$ cat config.mk
export PLATFORM = sky130hd
export DESIGN_NAME = interval_timer
export DESIGN_NICKNAME = d
export VERILOG_FILES = /design/src/logic/tick_gen.v /design/src/logic/interval_timer.v
export VERILOG_INCLUDE_DIRS = /design/src /design/src/logic
export SDC_FILE = /design/constraint.sdc
export NUM_CORES = 1
export LEC_CHECK = 0
export ABC_AREA = 1
export BUFFER_PORTS_ARGS = -buffer_cell sky130_fd_sc_hd__buf_4
export CAP_MARGIN = 10
export CORE_MARGIN = 2
export CORE_UTILIZATION = 61
export DETAILED_ROUTE_END_ITERATION = 12
export PLACE_DENSITY_LB_ADDON = 0.05
export SYNTH_ARGS = -nofsm -noshare
export SYNTH_HDL_FRONTEND = slang
export SYNTH_HIERARCHICAL = 1
export SYNTH_SLANG_ARGS = --single-unit
$ cat constraint.sdc
create_clock -name core_clk -period 3.6 [get_ports core_clk]
set_clock_uncertainty 0.1 [all_clocks]
set_input_delay 0.72 -clock core_clk [delete_from_list [all_inputs] [get_ports core_clk]]
set_output_delay 0.72 -clock core_clk [all_outputs]
set_load 0.005 [all_outputs]
$ cat src/logic/interval_timer_map.vh
`ifndef INTERVAL_TIMER_MAP_VH
`define INTERVAL_TIMER_MAP_VH

// control register bit positions (7-bit control register)
`define CTL_STOP_OVF   0
`define CTL_START      1
`define CTL_LOAD_OVF   2
`define CTL_LOAD_PROG  3
`define CTL_LOAD_INTR  4
`define CTL_ZERO       5
`define CTL_READ       6
`define CTL_WIDTH      7

// counter, preset and control register reset value
`define CNT_WIDTH      16
`define CNT_MAX        16'hFFFF
`define CNT_RESET      16'h0000
`define PRESET_RESET   16'h0000
`define CTL_RESET      7'h00

// timing: one counter step per microsecond tick
`define CLK_PERIOD_NS  40
`define TICK_NS        1000
`define TICK_CYCLES    ((`TICK_NS) / (`CLK_PERIOD_NS))

// data bit examined by the mask-out pulse
`define MASK_BIT_DEFAULT 0

`endif

$ cat src/logic/tick_gen.v
`timescale 1ns/1ps

// free-running divider giving a one-cycle pulse every PERIOD cycles
module tick_gen #(
   parameter PERIOD = 25,
   parameter CW     = 8
) (
   // clock and reset
   input  wire          core_clk,
   input  wire          resetn,
   // tick out
   output reg           tick
);

   localparam [31:0]   LAST_W = PERIOD - 1;
   localparam [CW-1:0] LAST   = LAST_W[CW-1:0];

   reg [CW-1:0] div_q;

   // divider runs free so the tick phase never depends on the control bits
   always @(posedge core_clk or negedge resetn) begin
      if (!resetn) begin
         div_q <= {CW{1'b0}};
         tick  <= 1'b0;
      end else if (div_q == LAST) begin
         div_q <= {CW{1'b0}};
         tick  <= 1'b1;
      end else begin
         div_q <= div_q + {{(CW-1){1'b0}}, 1'b1};
         tick  <= 1'b0;
      end
   end

endmodule

$ cat src/logic/interval_timer.v
`timescale 1ns/1ps
`include "interval_timer_map.vh"

module interval_timer #(
   parameter CW       = `CNT_WIDTH,
   parameter TICK_CYC = `TICK_CYCLES,
   parameter MASK_BIT = `MASK_BIT_DEFAULT
) (
   // clock and reset
   input  wire          core_clk,
   input  wire          resetn,
   // programmed i/o strobes, one cycle each, for this device only
   input  wire          write_control_transfer,
   input  wire          write_control_with_pulse,
   input  wire          write_preset_transfer,
   input  wire          read_control_transfer,
   input  wire          read_count_transfer,
   input  wire          start_pulse,
   input  wire          clear_pulse,
   // bus-wide pulses
   input  wire          io_bus_reset,
   input  wire          mask_out_pulse,
   // shared 16-bit data bus
   input  wire [15:0]   data_in,
   output reg  [15:0]   data_out,
   output reg           data_oe,
   // device status toward the host
   output reg           busy,
   output reg           done,
   output reg           int_disable,
   output reg           int_req,
   // receiver side
   input  wire          interrog_pulse,
   input  wire          allcall_reset_pulse,
   // overflow pulse and live count
   output reg           early_pulse,
   output wire [15:0]   count_value
);

   // control register, preset, counter and latch
   reg  [`CTL_WIDTH-1:0] ctl_q;
   reg  [`CTL_WIDTH-1:0] ctl_d;
   reg  [CW-1:0]         preset_q;
   reg  [CW-1:0]         cnt_q;
   reg  [CW-1:0]         cnt_d;
   reg  [CW-1:0]         latch_q;
   reg                   frozen_q;
   reg                   frozen_d;
   reg                   interrog_prev_q;
   reg                   allcall_prev_q;

   wire                  tick;
   wire                  stop_ovf;
   wire                  run_en;
   wire                  load_ovf;
   wire                  load_intr;
   wire                  read_lvl;
   wire                  zero_stb;
   wire                  prog_stb;
   wire                  sample_stb;
   wire                  intr_load;
   wire                  step;
   wire                  ovf;
   wire                  interrog_rise;
   wire                  allcall_rise;

   // divider sized from its period, so a slower tick still fits
   localparam TICK_CW = (TICK_CYC > 4) ? $clog2(TICK_CYC) : 2;

   // microsecond tick from the core clock
   tick_gen #(
      .PERIOD (TICK_CYC),
      .CW     (TICK_CW)
   ) u_tick (
      .core_clk (core_clk),
      .resetn   (resetn),
      .tick     (tick)
   );

   // level bits straight from the control register
   assign stop_ovf  = ctl_q[`CTL_STOP_OVF];
   assign run_en    = ctl_q[`CTL_START];
   assign load_ovf  = ctl_q[`CTL_LOAD_OVF];
   assign load_intr = ctl_q[`CTL_LOAD_INTR];
   assign read_lvl  = ctl_q[`CTL_READ];

   // pulse bits only fire when the control write carries the P pulse;
   // a plain control write stores them but starts nothing
   assign zero_stb   = write_control_with_pulse &
                       data_in[`CTL_ZERO];
   assign prog_stb   = write_control_with_pulse &
                       data_in[`CTL_LOAD_PROG];
   assign sample_stb = write_control_with_pulse &
                       data_in[`CTL_READ];

   // receiver pulses follow the mode decoder's own timing and may last
   // several core cycles; each one acts once, at its leading edge
   always @(posedge core_clk or negedge resetn) begin
      if (!resetn) begin
         interrog_prev_q <= 1'b0;
         allcall_prev_q  <= 1'b0;
      end else begin
         interrog_prev_q <= interrog_pulse;
         allcall_prev_q  <= allcall_reset_pulse;
      end
   end

   // history resets to the idle level, so no false edge follows reset
   assign interrog_rise = interrog_pulse & ~interrog_prev_q;
   assign allcall_rise  = allcall_reset_pulse & ~allcall_prev_q;

   // interrogation load only when that source is armed; the read level
   // is not looked at, the host keeps it clear while loads are armed
   assign intr_load = load_intr & interrog_rise;

   // a step happens on each tick while started and not frozen
   assign step = tick & run_en & ~frozen_q;

   // overflow is the step out of the all-ones count
   assign ovf  = step & (cnt_q == `CNT_MAX);

   // live count, for the reply side and for diagnostics
   assign count_value = cnt_q;

   // control register: written whole by either control write; overflow
   // drops the stop gate so the next arming is a deliberate act
   always @* begin
      ctl_d = ctl_q;
      if (write_control_transfer | write_control_with_pulse) begin
         ctl_d = data_in[`CTL_WIDTH-1:0];
      end
      // the gate drop wins over a write landing in the same cycle
      if (ovf & stop_ovf) begin
         ctl_d[`CTL_STOP_OVF] = 1'b0;
      end
   end

   always @(posedge core_clk or negedge resetn) begin
      if (!resetn) begin
         ctl_q <= `CTL_RESET;
      end else if (io_bus_reset) begin
         ctl_q <= `CTL_RESET;
      end else begin
         ctl_q <= ctl_d;
      end
   end

   // preset register, written by the preset transfer only
   always @(posedge core_clk or negedge resetn) begin
      if (!resetn) begin
         preset_q <= `PRESET_RESET;
      end else if (write_preset_transfer) begin
         preset_q <= data_in[CW-1:0];
      end
   end

   // counter next value; zero strobe beats everything, explicit loads beat
   // the all-call reset so an all-call interrogation can still preset
   always @* begin
      cnt_d    = cnt_q;
      frozen_d = frozen_q;
      if (zero_stb) begin
         cnt_d    = `CNT_RESET;
         frozen_d = 1'b0;
      end else if (prog_stb) begin
         cnt_d    = preset_q;
         frozen_d = 1'b0;
      end else if (intr_load) begin
         cnt_d    = preset_q;
         frozen_d = 1'b0;
      end else if (allcall_rise) begin
         cnt_d    = `CNT_RESET;
         frozen_d = 1'b0;
      end else if (ovf) begin
         if (load_ovf) begin
            cnt_d = preset_q;
         end else if (stop_ovf) begin
            cnt_d = cnt_q;
         end else begin
            // neither gate set: wrap to zero and keep counting
            cnt_d = `CNT_RESET;
         end
         // a set stop gate holds the count until a load or a zero
         if (stop_ovf) begin
            frozen_d = 1'b1;
         end
      end else if (step) begin
         cnt_d = cnt_q + {{(CW-1){1'b0}}, 1'b1};
      end
   end

   // a frozen counter stays put until it is loaded or zeroed
   always @(posedge core_clk or negedge resetn) begin
      if (!resetn) begin
         cnt_q    <= `CNT_RESET;
         frozen_q <= 1'b0;
      end else begin
         cnt_q    <= cnt_d;
         frozen_q <= frozen_d;
      end
   end

   // holding latch samples the live count; the counter is not touched
   always @(posedge core_clk or negedge resetn) begin
      if (!resetn) begin
         latch_q <= `CNT_RESET;
      end else if (sample_stb) begin
         latch_q <= cnt_q;
      end
   end

   // read answers: registered word and enable for one cycle after the
   // strobe; the count is only driven when the read level is set, since
   // the drivers share the bus with the preset path
   always @(posedge core_clk or negedge resetn) begin
      if (!resetn) begin
         data_out <= 16'h0000;
         data_oe  <= 1'b0;
      end else if (read_control_transfer) begin
         data_out <= {{(16-`CTL_WIDTH){1'b0}}, ctl_q};
         data_oe  <= 1'b1;
      end else if (read_count_transfer & read_lvl) begin
         data_out <= latch_q;
         data_oe  <= 1'b1;
      end else begin
         // nothing asked: drivers off and no stale word left behind
         data_out <= 16'h0000;
         data_oe  <= 1'b0;
      end
   end

   // early pulse to reply generators, one cycle per overflow
   always @(posedge core_clk or negedge resetn) begin
      if (!resetn) begin
         early_pulse <= 1'b0;
      end else begin
         early_pulse <= ovf;
      end
   end

   // busy/done: completion is the overflow event; it outranks a clear or
   // start in the same cycle so a finished interval is never lost
   always @(posedge core_clk or negedge resetn) begin
      if (!resetn) begin
         busy <= 1'b0;
         done <= 1'b0;
      end else if (ovf) begin
         busy <= 1'b0;
         done <= 1'b1;
      end else if (io_bus_reset | clear_pulse) begin
         busy <= 1'b0;
         done <= 1'b0;
      end else if (start_pulse) begin
         busy <= 1'b1;
         done <= 1'b0;
      end
   end

   // interrupt disable follows its own data bit on mask-out
   always @(posedge core_clk or negedge resetn) begin
      if (!resetn) begin
         int_disable <= 1'b0;
      end else if (io_bus_reset) begin
         int_disable <= 1'b0;
      end else if (mask_out_pulse) begin
         int_disable <= data_in[MASK_BIT];
      end
   end

   // request is a level: done and not disabled, so clearing the disable
   // with done pending raises it again one cycle later
   always @(posedge core_clk or negedge resetn) begin
      if (!resetn) begin
         int_req <= 1'b0;
      end else begin
         int_req <= done & ~int_disable;
      end
   end

endmodule

---- Yosys cells after proc, flatten, opt, wreduce, memory -nomap -nowiden ----
Cells that the tools add are included.
operators by class
  divide/modulo/power cells ............... 0
  bitwise operators ....................... 18
  muxes and demuxes ....................... 31
  $mul .................................... 0
  order comparisons ....................... 0
  shift-type cells ........................ 0
  add/sub/neg operators ................... 2
  reductions and logical operators ........ 9
  equal/unequal tests ..................... 3
operators by type and width
  kind                     number
  $mux W16                 10
  $mux W1                  18
  $add A16 B1 Y16 const B  1
  $eq A16 B16 Y1 const B   1
  $mux W7                  2
  $and A1 B1 Y1            12
  $reduce_bool A5 Y1       2
  $ne A7 B6 Y1 const B     1
  $reduce_bool A3 Y1       2
  $reduce_bool A6 Y1       1
  $add A5 B1 Y5 const B    1
  $eq A5 B5 Y1 const B     1
  $mux W5                  1
  $not A1 Y1               4
  $reduce_and A2 Y1        2
  $reduce_bool A2 Y1       2
  $or A1 B1 Y1             2
word-level totals
  bits in registers ....................... 86
  bits in writable memories ............... 0
  ROM bits ................................ 0
  output and inout port bits .............. 38
  latch bits .............................. 0
  word-level logic and storage cells ...... 80
  memories ................................ 0

---- Longest topological paths before layout ----
  depth in word-level cells ............... 8
  depth in mapped cells ................... 13

---- Hierarchy ----
The synthesis kept the hierarchy.
by module, submodules not included
  module          times used  area an instance (sq um)  cells an instance
  interval_timer  1           3878.7                    494
  tick_gen        1           270.3                     30

---- Worst setup path after synthesis ----
No wires, ideal clock.
  path kind ............................... flip-flop to flip-flop
  from .................................... reg cnt_q[0] (netlist: count_value[0])
  to ...................................... reg cnt_q[11] (netlist: count_value[11])
  slack ................................... 1724 ps
  arrival time ............................ 1660 ps
  setup time .............................. 116 ps
  data required time ...................... 3384 ps
  buffers on the path ..................... 1
  stages on the path, launching flop included .. 14
  cells stage by stage .................... dfrtp_1 > ha_1 > nand2_1 > nor2_2 > nand2_2 > nor2_8 > nand2_4 > nand2_1 > nand3_2 > nand2_1 > inv_2 > buf_6 > nand2_1 > nand2_1
on the way
  word-level cells in the longest chain between the ends .. 7
ends and longest elaborated chain
  element                                            RTL line                                    source
  start: declaration                                 interval_timer.v:44                         reg [CW-1:0] cnt_q;
  start signal: assignment                           interval_timer.v:195                        cnt_q <= `CNT_RESET;
  start signal: assignment                           interval_timer.v:198                        cnt_q <= cnt_d;
  $add A16 B1 Y16 or $eq A16 B16 Y1 (tied branches)  -
  $mux W16 or $and A1 B1 Y1 (tied branches)          interval_timer.v:187, interval_timer.v:120
  $mux W16                                           interval_timer.v:174                        end else if (ovf) begin
  $mux W16                                           interval_timer.v:171                        end else if (allcall_rise) begin
  $mux W16                                           interval_timer.v:168                        end else if (intr_load) begin
  $mux W16                                           interval_timer.v:165                        end else if (prog_stb) begin
  $mux W16                                           interval_timer.v:162                        if (zero_stb) begin
Parallel ways exist; a longest one is shown, timed or not. The select of a mux whose other input is x is not followed.
A chain may end at the register's enable or synchronous reset.

---- Final worst setup path ----
  from .................................... reg cnt_q[13] (netlist: count_value[13])
  to ...................................... reg cnt_q[1] (netlist: count_value[1])
on the way
  word-level cells in the longest chain between the ends .. 7
ends and longest elaborated chain
  element                       RTL line              source
  $eq A16 B16 Y1 (no line) (*)  -
  $and A1 B1 Y1 (*)             interval_timer.v:120  assign ovf = step & (cnt_q == `CNT_MAX);
  $mux W16                      interval_timer.v:174
  $mux W16                      interval_timer.v:171
  $mux W16                      interval_timer.v:168
  $mux W16                      interval_timer.v:165
  $mux W16                      interval_timer.v:162
Mark *: on every way between the ends. The rest lies on a longest branch, timed or not.

==> qor.txt <==
Power Dens Cells = 459 nW/µm²
CP dominant cell by count = nand2_1
Post-CTS resize count = 0
TritonRoute pass-1 iters = 5
Commonest non-fill, non-tap cell in the layout = nand2_1
Number of enable flip-flop cells after synthesis = 0
CP Cell Sequence = nand2_1, nor2_1, nand2_1, clkinv_1, nand2_4, nand2_1, nand3_2, nand2_1, inv_2, nand2_1, nand2_1
Total Nets Final = 618
Finished Cell Area = 4900 µm²
GRT Residual Overflow = 0
Mean area per synthesized cell = 7.92 µm²
Critical path type = reg -> reg
Die ar. = 7480 µm²
CTS Sinks = 86
Hold path startpoint = allcall_reset_pulse
Syn nets = 556
Post-layout min period = 2380 ps
FF+latch count, synth = 86
Critical path's top delay family = simple AND/OR/NAND/NOR gates
Reg2reg end = count_value[1]$_DFFE_PN0P_
Leak = 0.00257 µW
Area after DPL = 4670 µm²
Number of remaining DRC errors = 0
Distinct cell type count after synthesis = 29
Final hold violations = 0
Critical path fanouts, max = 18
Worst EP arrival = 2580 ps
Die X-Extent = 86.5 µm
Hold WC Path Type = in -> reg
Setup TNS = 0 ps
First-pass GRT wire length = 15.3 mm
Final worst slack = 1220 ps
Cts hold-fix bufs = 0
Commonest non-fill, non-tap cells in the layout = nand2_1 (186), dfrtp_1 (86), buf_4 (66)
Detailed placement HPWL = 6.71 mm
Reg clk slew, reported paths = 80 ps
Slew Viols, Final = 0
Worst-margin pin slew = 1030 ps
Initial antenna violation count = 0
DR iter-0 viols = 304
ANT cells = 0
Max-Cap Viols = 0
Clock buffer depth = 2
Synth warn = 6
Worst setup path endpoint = count_value[1]$_DFFE_PN0P_
Initial Util = 62.1%
CTS tree = yes
Root Buffer = clkbuf_8
Tcrit/Tclk final = 66.0%
Total CTS buffers = 9
Row Count = 30
Tot Pwr = 2250 µW
Pre-CTS worst setup slack = 1270 ps
Vias in the first global route = 3170
CP Capture Type = flop
Routability-driven placement congestion ratio = 0.975
Run status = completed
Share of post-route cells with drive strength above 1 = 16.5%
CP max stage delay = 460 ps
Core area = 6680 µm²
H-tree Lvls = 3
Reg2Reg Depth = 11
R2R Setup Slk = 1220 ps
Routed wire length = 9.48 mm
WP depth = 11
Relative max-transition margin = 31.3%
Prevailing post-synth register cell = dfrtp_1
Gr usage total = 26.5%
Cell area after synthesis = 4150 µm²
FILL cells = 546
Final setup viols = 0
Synth async-reset ratio = 100%
Critical path startpoint = count_value[13]$_DFFE_PN0P_
Sequential area share after synthesis = 51.9%
Die Y = 86.5 µm
Drt wl/cell = 14.2 µm
F_max = 421 MHz
Worst-Skew Late Latency = 360 ps
DR vias = 3630
Worst r2r src = count_value[13]$_DFFE_PN0P_
Largest net degree at the start of global routing = 87
Cells after synthesis = 524
Post-layout util = 73.3%
Max IR drop VDD = 0.260 mV
CP startpoint kind = flop
Setup Fix Bufs, Post-CTS = 0
P&R area growth vs syn = 18.0%
IO Pins = 67
PortBufs = 66
Critical path buffers and inverters = 2
Vias per inst = 5.43
Crit-path slowest cell = clkinv_1
RSZ-0062 raised after global routing = no
DRT antenna net count = 0
Worst EP required = 3800 ps
==> worst reg2reg max path, delay by kind of cell (launching register included) <==
family                 cells  cell delay (ps)
and+or+nand+nor            9             1100
buffers and inverters      2              670
DFF                        1              450
==> area by class of cell <==
type,instances,area [µm²],share of cell area (%)
Clock buffer,10,128,2.61
Clock inverter,4,97.6,1.99
Inverter,68,255,5.21
Multi-Input combinational cell,355,1670,34.1
Sequential cell,86,2150,44.0
Tap cell,80,100,2.04
Timing Repair Buffer,66,495,10.1
==> layer usage <==
layer / global-route usage, % / routed length [µm] / part of all wire (%)
met5: 0 / 0 / 0
met4: 12.2 / 232 / 2.4
met3: 3.14 / 625 / 6.6
met2: 38.7 / 4290 / 45
met1: 39.6 / 4340 / 46
==> cells in the mapped netlist, types with 3 or more instances <==
| cell | count | area share [%] |
|---|---|---|
| nand3_1 | 44 | 5.3 |
| nand2_1 | 186 | 17 |
| ha_1 | 3 | 0.90 |
| o22ai_1 | 6 | 0.90 |
| o21ai_0 | 39 | 4.7 |
| dfrtp_1 | 86 | 52 |
| xor2_1 | 3 | 0.63 |
| o211ai_1 | 10 | 1.8 |
| inv_1 | 62 | 5.6 |
| a21oi_1 | 3 | 0.36 |
| nor2_1 | 34 | 3.1 |
| inv_2 | 4 | 0.36 |
| clkbuf_1 | 11 | 1.0 |
| mux2_2 | 7 | 1.9 |
| nand4_1 | 8 | 1.2 |
==> worst min path at each step <==
stage	end	slack [ps]	depth (start not counted)
after floorplan	allcall_prev_q$_DFF_PN0_	320	0
after global placement	int_req$_DFF_PN0_	350	1
after detailed placement	int_req$_DFF_PN0_	370	1
after CTS	allcall_prev_q$_DFF_PN0_	370	1
after global routing	allcall_prev_q$_DFF_PN0_	370	1
final	allcall_prev_q$_DFF_PN0_	380	1
==> cells by family after synthesis <==
group / after synthesis / share of synthesized area, %
fa+ha+maj: 3 / 0.905
mux: 7 / 1.90
buf+inv: 83 / 7.93
flops: 86 / 51.9
xor+xnor: 4 / 0.845
simple gates: 282 / 28.6
compound gates: 59 / 7.99
==> metrics by stage <==
| step | hold WS, ps | instances |
|---|---|---|
| detailed placement | 365 | 655 |
| global route | 373 | 669 |
| global placement | 355 | 655 |
| floorplan | 324 | 524 |
| finish | 375 | 669 |
| CTS | 370 | 669 |
==> power breakdown <==
part           switching [µW]  leakage (µW)  internal [µW]
sequential               84.6       0.00112           1050
clock                     331      0.000108            453
combinational             191       0.00134            137
total                     606       0.00257           1640
==> flip-flops by register name, summed over array words and instances (netlist names), 5 cells and up <==
signal        cells
data_out         16
ctl_q             7
u_tick/div_q      5
count_value      16
preset_q         16
latch_q          16
Note: power is estimated with default switching activity, not from simulation.
